<file path="config.mk">
export PLATFORM = sky130hd
export DESIGN_NAME = irqspr_top
export DESIGN_NICKNAME = d
export VERILOG_FILES = /design/src/irqspr_pkg.sv /design/src/irqspr_arbiter.sv /design/src/irqspr_top.sv
export VERILOG_INCLUDE_DIRS = /design/src
export SDC_FILE = /design/constraint.sdc
export NUM_CORES = 1
export LEC_CHECK = 0
export BUFFER_PORTS_ARGS = -buffer_cell sky130_fd_sc_hd__clkbuf_2
export CORE_ASPECT_RATIO = 0.75
export CORE_MARGIN = 2
export CORE_UTILIZATION = 55
export DETAILED_ROUTE_END_ITERATION = 6
export GPL_TIMING_DRIVEN = 0
export HOLD_SLACK_MARGIN = 0.1
export MAX_ROUTING_LAYER = met4
export PLACE_DENSITY = 0.76
export SLEW_MARGIN = 25
export SYNTH_ARGS = -nofsm -noshare
export SYNTH_HDL_FRONTEND = slang
export SYNTH_SLANG_ARGS = --single-unit
export TNS_END_PERCENT = 5
</file>
<file path="constraint.sdc">
create_clock -name i_sys_clk -period 17.3 [get_ports i_sys_clk]
set_clock_uncertainty 0.15 [all_clocks]
set_input_delay 3.46 -clock i_sys_clk [delete_from_list [all_inputs] [get_ports i_sys_clk]]
set_output_delay 3.46 -clock i_sys_clk [all_outputs]
set_load 0.02 [all_outputs]
</file>
<file path="src/irqspr_defs.svh">
// irqspr_defs.svh: offsets, field positions, reset values and counts for the
// interrupt status / proximity reload block.
// assumes: included by bare name from the block's package and design files.
`ifndef IRQSPR_DEFS_SVH
`define IRQSPR_DEFS_SVH

`define IRQSPR_ADDR_W         4
`define IRQSPR_OFS_STATUS     4'h0
`define IRQSPR_OFS_RELOAD     4'h4
`define IRQSPR_OFS_CONFIG     4'h8
`define IRQSPR_OFS_PRIO_LO    4'hc

`define IRQSPR_NSRC           8
`define IRQSPR_NSRC_LOG       3
`define IRQSPR_VEC_W          6
`define IRQSPR_PRIO_W         3
`define IRQSPR_VEC_MSB        5
`define IRQSPR_PRIO_LSB       8
`define IRQSPR_PRIO_MSB       10

`define IRQSPR_CFG_MVEC_BIT   0
`define IRQSPR_CFG_PTEN_BIT   1
`define IRQSPR_PRIO_NONE      3'h0
`define IRQSPR_RELOAD_RST     32'h0000_0000
`define IRQSPR_WORD_ZERO      32'h0000_0000
`define IRQSPR_CNT_ONE        32'h0000_0001
`define IRQSPR_VEC_BASE       6'h00

`endif

</file>
<file path="src/irqspr_pkg.sv">
// irqspr_pkg.sv: types shared by the block's design files.
// assumes: irqspr_defs.svh is on the include path.
`include "irqspr_defs.svh"

package irqspr_pkg;
    // one request presented to the core
    typedef struct packed {
        logic                        valid;
        logic [`IRQSPR_PRIO_W-1:0]   prio;
        logic [`IRQSPR_VEC_W-1:0]    vec;
    } irqspr_req_s;

    // register port from software
    typedef struct packed {
        logic [`IRQSPR_ADDR_W-1:0]   addr;
        logic [31:0]                 wdata;
        logic                        wr;
        logic                        rd;
    } irqspr_bus_s;

    typedef enum logic [0:0] {
        IRQSPR_PT_IDLE,
        IRQSPR_PT_COUNT
    } irqspr_pt_e;
endpackage : irqspr_pkg

</file>
<file path="src/irqspr_arbiter.sv">
// irqspr_arbiter.sv: picks the highest-priority pending source.
// assumes: pending and priority inputs come from the same clock domain.
`timescale 1ns/1ps
`include "irqspr_defs.svh"

module irqspr_arbiter (
    // pending sources and their levels
    input  wire logic [`IRQSPR_NSRC-1:0]                  i_pend,
    input  wire logic [`IRQSPR_NSRC*`IRQSPR_PRIO_W-1:0]   i_prio,
    // winner
    output irqspr_pkg::irqspr_req_s                       o_win
);
    import irqspr_pkg::*;

    irqspr_req_s stage [0:`IRQSPR_NSRC];

    assign stage[0] = '0;

    // lowest index wins a tie; level zero means the source is disabled
    genvar g;
    generate
        for (g = 0; g < `IRQSPR_NSRC; g++) begin : g_src
            wire logic [`IRQSPR_PRIO_W-1:0] lvl = i_prio[g*`IRQSPR_PRIO_W +: `IRQSPR_PRIO_W];
            wire logic take = i_pend[g] && (lvl != `IRQSPR_PRIO_NONE)
                              && (!stage[g].valid || lvl > stage[g].prio);
            assign stage[g+1] = take ? irqspr_req_s'{valid: 1'b1, prio: lvl,
                                                     vec: `IRQSPR_VEC_BASE + 6'(g)}
                                     : stage[g];
        end
    endgenerate

    assign o_win = stage[`IRQSPR_NSRC];
endmodule : irqspr_arbiter

</file>
<file path="src/irqspr_top.sv">
// irqspr_top.sv: interrupt status report and proximity reload slice.
// assumes: sources are synchronous to i_sys_clk; core takes o_core_req level.
`timescale 1ns/1ps
`include "irqspr_defs.svh"

module irqspr_top (
    // clock and reset
    input  wire logic                                     i_sys_clk,
    input  wire logic                                     i_sys_rst,
    // register port
    input  wire logic [`IRQSPR_ADDR_W-1:0]                i_addr,
    input  wire logic [31:0]                              i_wdata,
    input  wire logic                                     i_wr,
    input  wire logic                                     i_rd,
    output logic [31:0]                                   o_rdata,
    // interrupt sources
    input  wire logic [`IRQSPR_NSRC-1:0]                  i_src_pend,
    // core side
    output logic                                          o_core_req,
    output logic [`IRQSPR_VEC_W-1:0]                      o_core_vec,
    output logic [`IRQSPR_PRIO_W-1:0]                     o_core_prio,
    output logic                                          o_core_mvec
);
    import irqspr_pkg::*;

    logic [31:0]                             reload;
    logic [31:0]                             count;
    logic                                    mvec;
    logic                                    pt_en;
    logic [`IRQSPR_NSRC*`IRQSPR_PRIO_W-1:0]  prio_cfg;
    irqspr_pt_e                              pt_state;
    irqspr_req_s                             presented;
    irqspr_req_s                             win;
    irqspr_req_s                             last_win;

    // register decode
    wire logic wr_reload = i_wr && (i_addr == `IRQSPR_OFS_RELOAD);
    wire logic wr_config = i_wr && (i_addr == `IRQSPR_OFS_CONFIG);
    wire logic wr_prio   = i_wr && (i_addr == `IRQSPR_OFS_PRIO_LO);

    irqspr_arbiter u_arb (
        .i_pend (i_src_pend),
        .i_prio (prio_cfg),
        .o_win  (win)
    );

    // timer trigger: new or changed winning event while timer enabled
    wire logic new_event = win.valid && (win != last_win);
    wire logic trigger   = pt_en && new_event;
    wire logic expired   = (pt_state == IRQSPR_PT_COUNT) && (count == `IRQSPR_CNT_ONE);
    // a zero reload never starts the timer, so it never holds a request back
    wire logic start     = trigger && (pt_state == IRQSPR_PT_IDLE)
                           && (reload != `IRQSPR_WORD_ZERO);
    // hold presentation while the timer runs; rewriting the reload mid-count
    // does not cut the wait short, only disabling the timer does
    wire logic deferring = start || ((pt_state == IRQSPR_PT_COUNT) && pt_en && !expired);

    // status word: only the two fields, everything else zero
    wire logic [31:0] status_word = {21'h000000,
                                     presented.prio,
                                     2'h0,
                                     presented.vec};

    wire logic [31:0] next_rdata =
        !i_rd                               ? `IRQSPR_WORD_ZERO :
        (i_addr == `IRQSPR_OFS_STATUS)      ? status_word :
        (i_addr == `IRQSPR_OFS_RELOAD)      ? reload :
        (i_addr == `IRQSPR_OFS_CONFIG)      ? {30'h0, pt_en, mvec} :
        (i_addr == `IRQSPR_OFS_PRIO_LO)     ? {8'h00, prio_cfg} :
                                              `IRQSPR_WORD_ZERO;

    // software registers
    always_ff @(posedge i_sys_clk) begin
        if (i_sys_rst) begin
            reload   <= `IRQSPR_RELOAD_RST;
            mvec     <= 1'b0;
            pt_en    <= 1'b0;
            prio_cfg <= '0;
            o_rdata  <= `IRQSPR_WORD_ZERO;
        end else begin
            if (wr_reload) reload <= i_wdata;
            if (wr_config) begin
                mvec  <= i_wdata[`IRQSPR_CFG_MVEC_BIT];
                pt_en <= i_wdata[`IRQSPR_CFG_PTEN_BIT];
            end
            if (wr_prio) prio_cfg <= i_wdata[`IRQSPR_NSRC*`IRQSPR_PRIO_W-1:0];
            o_rdata <= next_rdata;
        end
    end

    // proximity timer: reload on trigger, count down, release on expiry
    always_ff @(posedge i_sys_clk) begin
        if (i_sys_rst) begin
            pt_state <= IRQSPR_PT_IDLE;
            count    <= `IRQSPR_WORD_ZERO;
            last_win <= '0;
        end else begin
            last_win <= win;
            unique case (pt_state)
                IRQSPR_PT_IDLE: begin
                    if (start) begin
                        count    <= reload;
                        pt_state <= IRQSPR_PT_COUNT;
                    end
                end
                IRQSPR_PT_COUNT: begin
                    if (expired || !pt_en) begin
                        pt_state <= IRQSPR_PT_IDLE;
                        count    <= `IRQSPR_WORD_ZERO;
                    end else begin
                        count    <= count - `IRQSPR_CNT_ONE;
                    end
                end
            endcase
        end
    end

    // presentation to the core, held back while the timer runs
    always_ff @(posedge i_sys_clk) begin
        if (i_sys_rst) begin
            presented   <= '0;
            o_core_req  <= 1'b0;
            o_core_vec  <= '0;
            o_core_prio <= '0;
            o_core_mvec <= 1'b0;
        end else begin
            o_core_mvec <= mvec;
            if (win.valid && !deferring) begin
                presented   <= win;
                o_core_req  <= 1'b1;
                o_core_vec  <= win.vec;
                o_core_prio <= win.prio;
            end else if (!win.valid) begin
                o_core_req  <= 1'b0;
            end
        end
    end
endmodule : irqspr_top

</file>
# Word-level counts from Yosys, hierarchy flattened
# Index checks and enable logic that the tools add are counted.
# word_totals
regBits	144
inputBits	48
out_inout_bits	43
elab_cells	109
# classes
addsub	1
n_lt_le_gt_ge	7
eq_ne	7
mux	20
bitwise	2
reduce_logical	57
# ops
operator	n
$mux 32	3
$mux 10	8
$pmux 32 s2	1
$mux 24	2
$eq 32x1->1 const B	1
$reduce_bool 32->1	1
$sub 32x1->32 const B	1
$logic_and 1x1->1	26
$reduce_bool 3->1	8
$gt 3x3->1	7
$mux 11	1
$logic_not 1->1	10
$ne 10x10->1	1
$logic_or 1x1->1	9
$eq 4x4->1 const B	2
$eq 4x3->1 const B	1
$logic_not 4->1	1
$mux 1	4
$reduce_or 3->1	1
$ne 2x1->1 const B	1
$ne 2x2->1 const B	1
$not 1->1	2
$pmux 1 s2	1
$reduce_or 2->1	1

# Longest topological paths before layout
# logic_depth
ltp_word	40
mapped_depth	61
depth_no_buf	58

# Cells and area by module
# From an unflattened synthesis, not the netlist that was laid out.
# hier_totals
hier_cells	895
area_unflattened_um2	7250.7
# by_module_without_submodules
module	n_inst	cells_per_inst	area_each_um2	seq_area_each_um2
irqspr_top	1	729	6079.6	2882.8
irqspr_arbiter	1	166	1171.1	0.0

# Worst setup path after synthesis
# No wires, ideal clock.
# synth_path
path_kind	in2reg
from	input i_src_pend[0]
to	register presented[0] (netlist name)
setup_ps	121
arrival_ps	13971
required_time_ps	17029
path_slack_ps	3057
cell_stages	53
n_path_buf	2
cell_sequence	nand2_1 > ha_1 > a211oi_1 > o311ai_0 > a22o_1 > ha_1 > a211oi_1 > o21ai_1 > and2_1 > o21a_1 > ha_1 > a211oi_1 > o22ai_1 > a22o_1 > o211ai_1 > inv_1 > ha_1 > o21ai_0 > [17 not listed] > o31a_1 > a21o_1 > buf_2 > o211ai_1 > o21ai_0 > ha_1 > nor2b_1 > o21ai_0 > a32oi_1 > o21ai_1 > o311ai_1 > o21a_1 > or3_1 > and2_1 > o41a_1 > or3_1 > buf_2 > mux2_4
# synth_via
elab_chain_len	38
elab_cells_between_ends	45
cone_classes	7 x order compare; 1 x eq/ne; 8 x mux; 29 x reduce/logical
# synth_rtl
item	line	source
start: declaration	irqspr_top.sv:17	input wire logic [`IRQSPR_NSRC-1:0] i_src_pend,
$logic_and 1x1->1 *	irqspr_arbiter.sv:24	wire logic take = i_pend[g] && (lvl != `IRQSPR_PRIO_NONE)
$mux 10 *	irqspr_arbiter.sv:26	assign stage[g+1] = take ? irqspr_req_s'{valid: 1'b1, prio: lvl,
$gt 3x3->1 / $logic_not 1->1 (equally long branches)	irqspr_arbiter.sv:25	&& (!stage[g].valid || lvl > stage[g].prio);
$logic_or 1x1->1	irqspr_arbiter.sv:25	
$logic_and 1x1->1	irqspr_arbiter.sv:24	
$mux 10 *	irqspr_arbiter.sv:26	
$gt 3x3->1 / $logic_not 1->1 (equally long branches)	irqspr_arbiter.sv:25	
$logic_or 1x1->1	irqspr_arbiter.sv:25	
[21 not listed]	-	
$mux 10 *	irqspr_arbiter.sv:26	
$ne 10x10->1	irqspr_top.sv:48	wire logic new_event = win.valid && (win != last_win);
$logic_and 1x1->1	irqspr_top.sv:48	
$logic_and 1x1->1	irqspr_top.sv:49	wire logic trigger = pt_en && new_event;
$logic_and 1x1->1 (2 in a row)	irqspr_top.sv:52	wire logic start = trigger && (pt_state == IRQSPR_PT_IDLE)
$logic_or 1x1->1	irqspr_top.sv:56	wire logic deferring = start || ((pt_state == IRQSPR_PT_COUNT) && pt_en && !expired);
$logic_not 1->1	irqspr_top.sv:128	if (win.valid && !deferring) begin
$logic_and 1x1->1	irqspr_top.sv:128	
end signal: assignment	irqspr_top.sv:129	presented <= win;
end: declaration	irqspr_top.sv:32	irqspr_req_s presented;
# Every way passes the cells marked *; elsewhere a longest branch is shown, timed or not.
# A chain may end at the register's enable or synchronous reset.

# Worst setup path in the final report
# layout_path
from	input i_src_pend[0]
to	register presented[2] (netlist name)
# The elaborated chain is that of the path after synthesis.

==> insert_results.sql <==
INSERT INTO impl_metrics (metric_group, metric, value, unit) VALUES
('clock_network', 'cts.reportedPaths.clkPinSlew', '0.06', 'ns'),
('critical_path', 'r2r_setup_slack', '3.89', 'ns'),
('sta', 'setup_violations', '0', ''),
('critical_path', 'critPathArrivalTime', '16.29', 'ns'),
('grt', 'groute.usage.overall', '35.6', '%'),
('floorplan', 'rows', '36', ''),
('critical_path', 'critical_path.startpoint_type', 'input pin', ''),
('critical_path', 'timing.critical_path.to_type', 'flop', ''),
('finish', 'final_cell_count_no_fill', '1188', ''),
('grt', 'grt_antenna_before_repair', '0', ''),
('routing', 'avgRoutedWirePerCell', '19.8', 'microns'),
('synth', 'synth_compound_area_share', '26.4', '%'),
('synth', 'synthesis_stage_register_bit_count', '138', ''),
('grt', 'global_route_wire_length_before_repair', '36400', 'microns'),
('sta', 'timing.final.hold_violations', '0', ''),
('synth', 'synth.cell_area', '7190', 'sq um'),
('routing', 'drt_iter0_drc', '892', ''),
('sta', 'fmax_achieved', '0.0620', 'GHz'),
('synth', 'synth_simple_gate_area_share', '21.5', '%'),
('synth', 'synth.yosys.seq_area_share', '38.4', '%'),
('synth', 'syn_area_per_cell', '8.01', 'sq um'),
('routing', 'num_vias', '7470', ''),
('grt', 'first_global_vias', '6564', ''),
('floorplan', 'dieHeight', '103', 'microns'),
('run_status', 'run_status', 'finished clean', ''),
('hold_path', 'hp-class', 'flop to flop', ''),
('finish', 'antenna_cells', '0', ''),
('synth', 'top_ff_cell_synth', 'dfxtp_1', ''),
('critical_path', 'worstPathMaxFanout', '9', ''),
('finish', 'drive_above_1_share', '14.7', '%'),
('grt', 'grt_start_max_net_pins', '17', ''),
('power', 'pwr-share-seq', '43.0', '%'),
('critical_path', 'critPathRequiredTime', '17.46', 'ns'),
('routing', 'ant_nets', '0', ''),
('floorplan', 'starting_utilization_of_the_core_area', '55.8', '%'),
('power', 'total_power', '755', 'uW'),
('clock_network', 'numCtsBuffers', '17', ''),
('critical_path', 'slowest_stage', 'a211oi_1', ''),
('place', 'detailed_placement_hpwl', '17300', 'microns'),
('critical_path', 'timing_worst_setup_path_type', 'input pin to flop', ''),
('sta', 'number_of_max_slew_violations_in_the_final_report', '0', ''),
('flow_run', 'cap_viol_max_count', '0', ''),
('finish', 'area_growth', '17.5', '%'),
('synth', 'synth_mux_area_share', '3.39', '%'),
('synth', 'syn_inst', '897', ''),
('synth', 'synthesis.yosys.warnings', '0', ''),
('routing', 'drt_wl_total', '23600', 'microns'),
('critical_path', 'timing.critical_path.mode_cell', 'ha_1', ''),
('power', 'worst_ir_drop_vdd', '73.0', 'uV'),
('place', 'finalWeightedCongestion', '0.982', ''),
('place', 'buffer_ports.inserted', '86', ''),
('clock_network', 'postCtsSetupRepairBufs', '0', ''),
('sta', 'grt_setup_unrepaired', 'no', ''),
('clock_network', 'tritoncts_clock_tree', 'yes', ''),
('floorplan', 'dieArea', '14000', 'sq um'),
('sta', 'slew_headroom', '44.0', '%'),
('sta', 'whs', '0.318', 'ns'),
('clock_network', 'cts.htree.levels', '4', ''),
('clock_network', 'cts_hold_buffers', '0', ''),
('sta', 'period_share', '93.2', '%'),
('clock_network', 'number_of_clock_sinks_seen_by_cts', '138', ''),
('routing', 'viasPerCell', '6.29', ''),
('sta', 'worstMarginPinSlew', '0.833', 'ns'),
('place', 'post_place_instance_area', '7840', 'sq um'),
('routing', 'dr.pass1.iters', '6', ''),
('floorplan', 'design.portCount', '91', ''),
('routing', 'route.detailed.drc', '0', ''),
('grt', 'grt_remaining_overflow', '0', ''),
('clock_network', 'cts_root_buf', 'clkbuf_16', ''),
('power', 'netSwitchingPower', '192', 'uW'),
('power', 'powerDensity', '89.4', 'nW/um^2');
==> power by group through the flow <==
stage               Combinational (mW)  Sequential (mW)  Clock (mW)
global route                    0.0668            0.325       0.383
CTS                             0.0591            0.325       0.370
detailed placement              0.0586            0.332           0
global placement                0.0585            0.332           0
finish                          0.0611            0.325       0.369
floorplan                       0.0367            0.331           0
==> final timing paths <==
kind                      start      endpoint  depth (start not counted)
hold reg to reg      o_core_req    o_core_req                          1
setup / recovery  i_src_pend[0]  presented[2]                         53
setup reg to reg    prio_cfg[0]  presented[2]                         54
hold / removal       o_core_req    o_core_req                          1
==> metrics by stage <==
step                utilization (%)  setup WS, ns
global placement               60.8         0.944
CTS                            65.5          1.36
finish                         65.6          1.17
floorplan                         -          3.06
global route                   65.6        0.0661
detailed placement             60.8          1.04
==> cells in the final DEF, fill, tap and decap left out, drive strengths merged, types with 13 or more instances in the layout <==
| master | n |
|---|---|
| nor2 | 53 |
| nand2 | 159 |
| buf | 14 |
| dfxtp | 138 |
| ha | 22 |
| clkbuf | 144 |
| a21oi | 100 |
| nand3 | 17 |
| inv | 37 |
| and2 | 14 |
| a22o | 23 |
| mux2i | 13 |
| nor4 | 18 |
| o21ai | 38 |
| nor3 | 26 |
==> synth_stat cells, types with 3 or more instances <==
| master | n | area (sq um) |
|---|---|---|
| a22o_1 | 23 | 201 |
| o221a_2 | 3 | 33.8 |
| a2bb2oi_1 | 3 | 26.3 |
| nor3_1 | 26 | 130 |
| and2_1 | 14 | 87.6 |
| o21a_1 | 5 | 37.5 |
| o211ai_1 | 6 | 45.0 |
| a211oi_1 | 11 | 82.6 |
| xnor2_1 | 6 | 52.6 |
| o311ai_0 | 8 | 70.1 |
| nand2_1 | 158 | 593 |
| o21ai_1 | 3 | 15.0 |
| o311a_1 | 5 | 50.1 |
| a21o_1 | 3 | 22.5 |
| a21oi_1 | 100 | 500 |
| or4_1 | 6 | 45.0 |
| buf_1 | 8 | 30.0 |
| clkbuf_1 | 39 | 146 |
| dfxtp_1 | 138 | 2760 |
| a22oi_1 | 10 | 75.1 |
| buf_2 | 3 | 15.0 |
| nor2b_1 | 11 | 68.8 |
| o31a_1 | 5 | 43.8 |
| mux2_4 | 6 | 90.1 |
| a32oi_1 | 3 | 26.3 |
| a311oi_1 | 4 | 35.0 |
| o22ai_1 | 8 | 50.1 |
| nor2_1 | 53 | 199 |
| nand4_1 | 6 | 37.5 |
| buf_4 | 3 | 22.5 |
| or3_1 | 5 | 31.3 |
| mux2i_1 | 12 | 120 |
| xor2_1 | 7 | 61.3 |
| nand2b_1 | 5 | 31.3 |
| inv_1 | 35 | 131 |
| or2_2 | 3 | 18.8 |
| o2bb2ai_1 | 4 | 35.0 |
| nand3_1 | 17 | 85.1 |
| o21ai_0 | 34 | 170 |
| a31oi_1 | 8 | 50.1 |
| o31ai_1 | 8 | 60.1 |
| nor4_1 | 18 | 113 |
| o32ai_1 | 3 | 26.3 |
| ha_1 | 22 | 275 |
==> cell families after synthesis <==
kind of cell / after synthesis
compound gates: 281
mux: 20
flops: 138
xor+xnor: 13
other cells: 1
buf+inv: 88
fa+ha+maj: 22
simple gates: 334
==> worst max-delay path, delay by kind of cell <==
kind,cells,cell delay [ns]
AND/OR/NAND/NOR,9,1.79
AO/OA/AOI/OAI,30,7.86
multiplexers,2,0.45
buffers and inverters,5,0.77
adder cells (fa/ha/maj),7,1.93
==> area by class of cell <==
class                   instances  area, sq um  area share, %
plain buffers                  53          215           2.55
clock buffers                  19          453           5.36
multi-input cells             673         4100           48.5
clock inverters                13          143           1.69
flip-flops and latches        138         2760           32.7
inverters                      35          131           1.56
repair buffers                 86          430           5.10
well taps                     171          214           2.53
==> metal layers <==
| metal | wire [microns] | GRT usage, % |
|---|---|---|
| met1 | 11000 | 51.2 |
| met5 | 0 | - |
| met2 | 9530 | 48.9 |
| met3 | 2540 | 8.16 |
| met4 | 525 | 11.5 |
==> state kept, by name, summed over array words and instances (netlist names) <==
name and flops:
o_rdata 32, pt_en 1, o_core_req 1, count 32
reload 32, prio_cfg 24, mvec 1, pt_state 1
o_core_mvec 1, presented 6, last_win 7
==> what timing repair did <==
| action | CTS | global route |
|---|---|---|
| hold endpoints to repair | 0 | 0 |
| setup endpoints to repair | 0 | 18 |
| resized for setup | 0 | 4 |
Note: power is estimated with default switching activity, not from simulation.
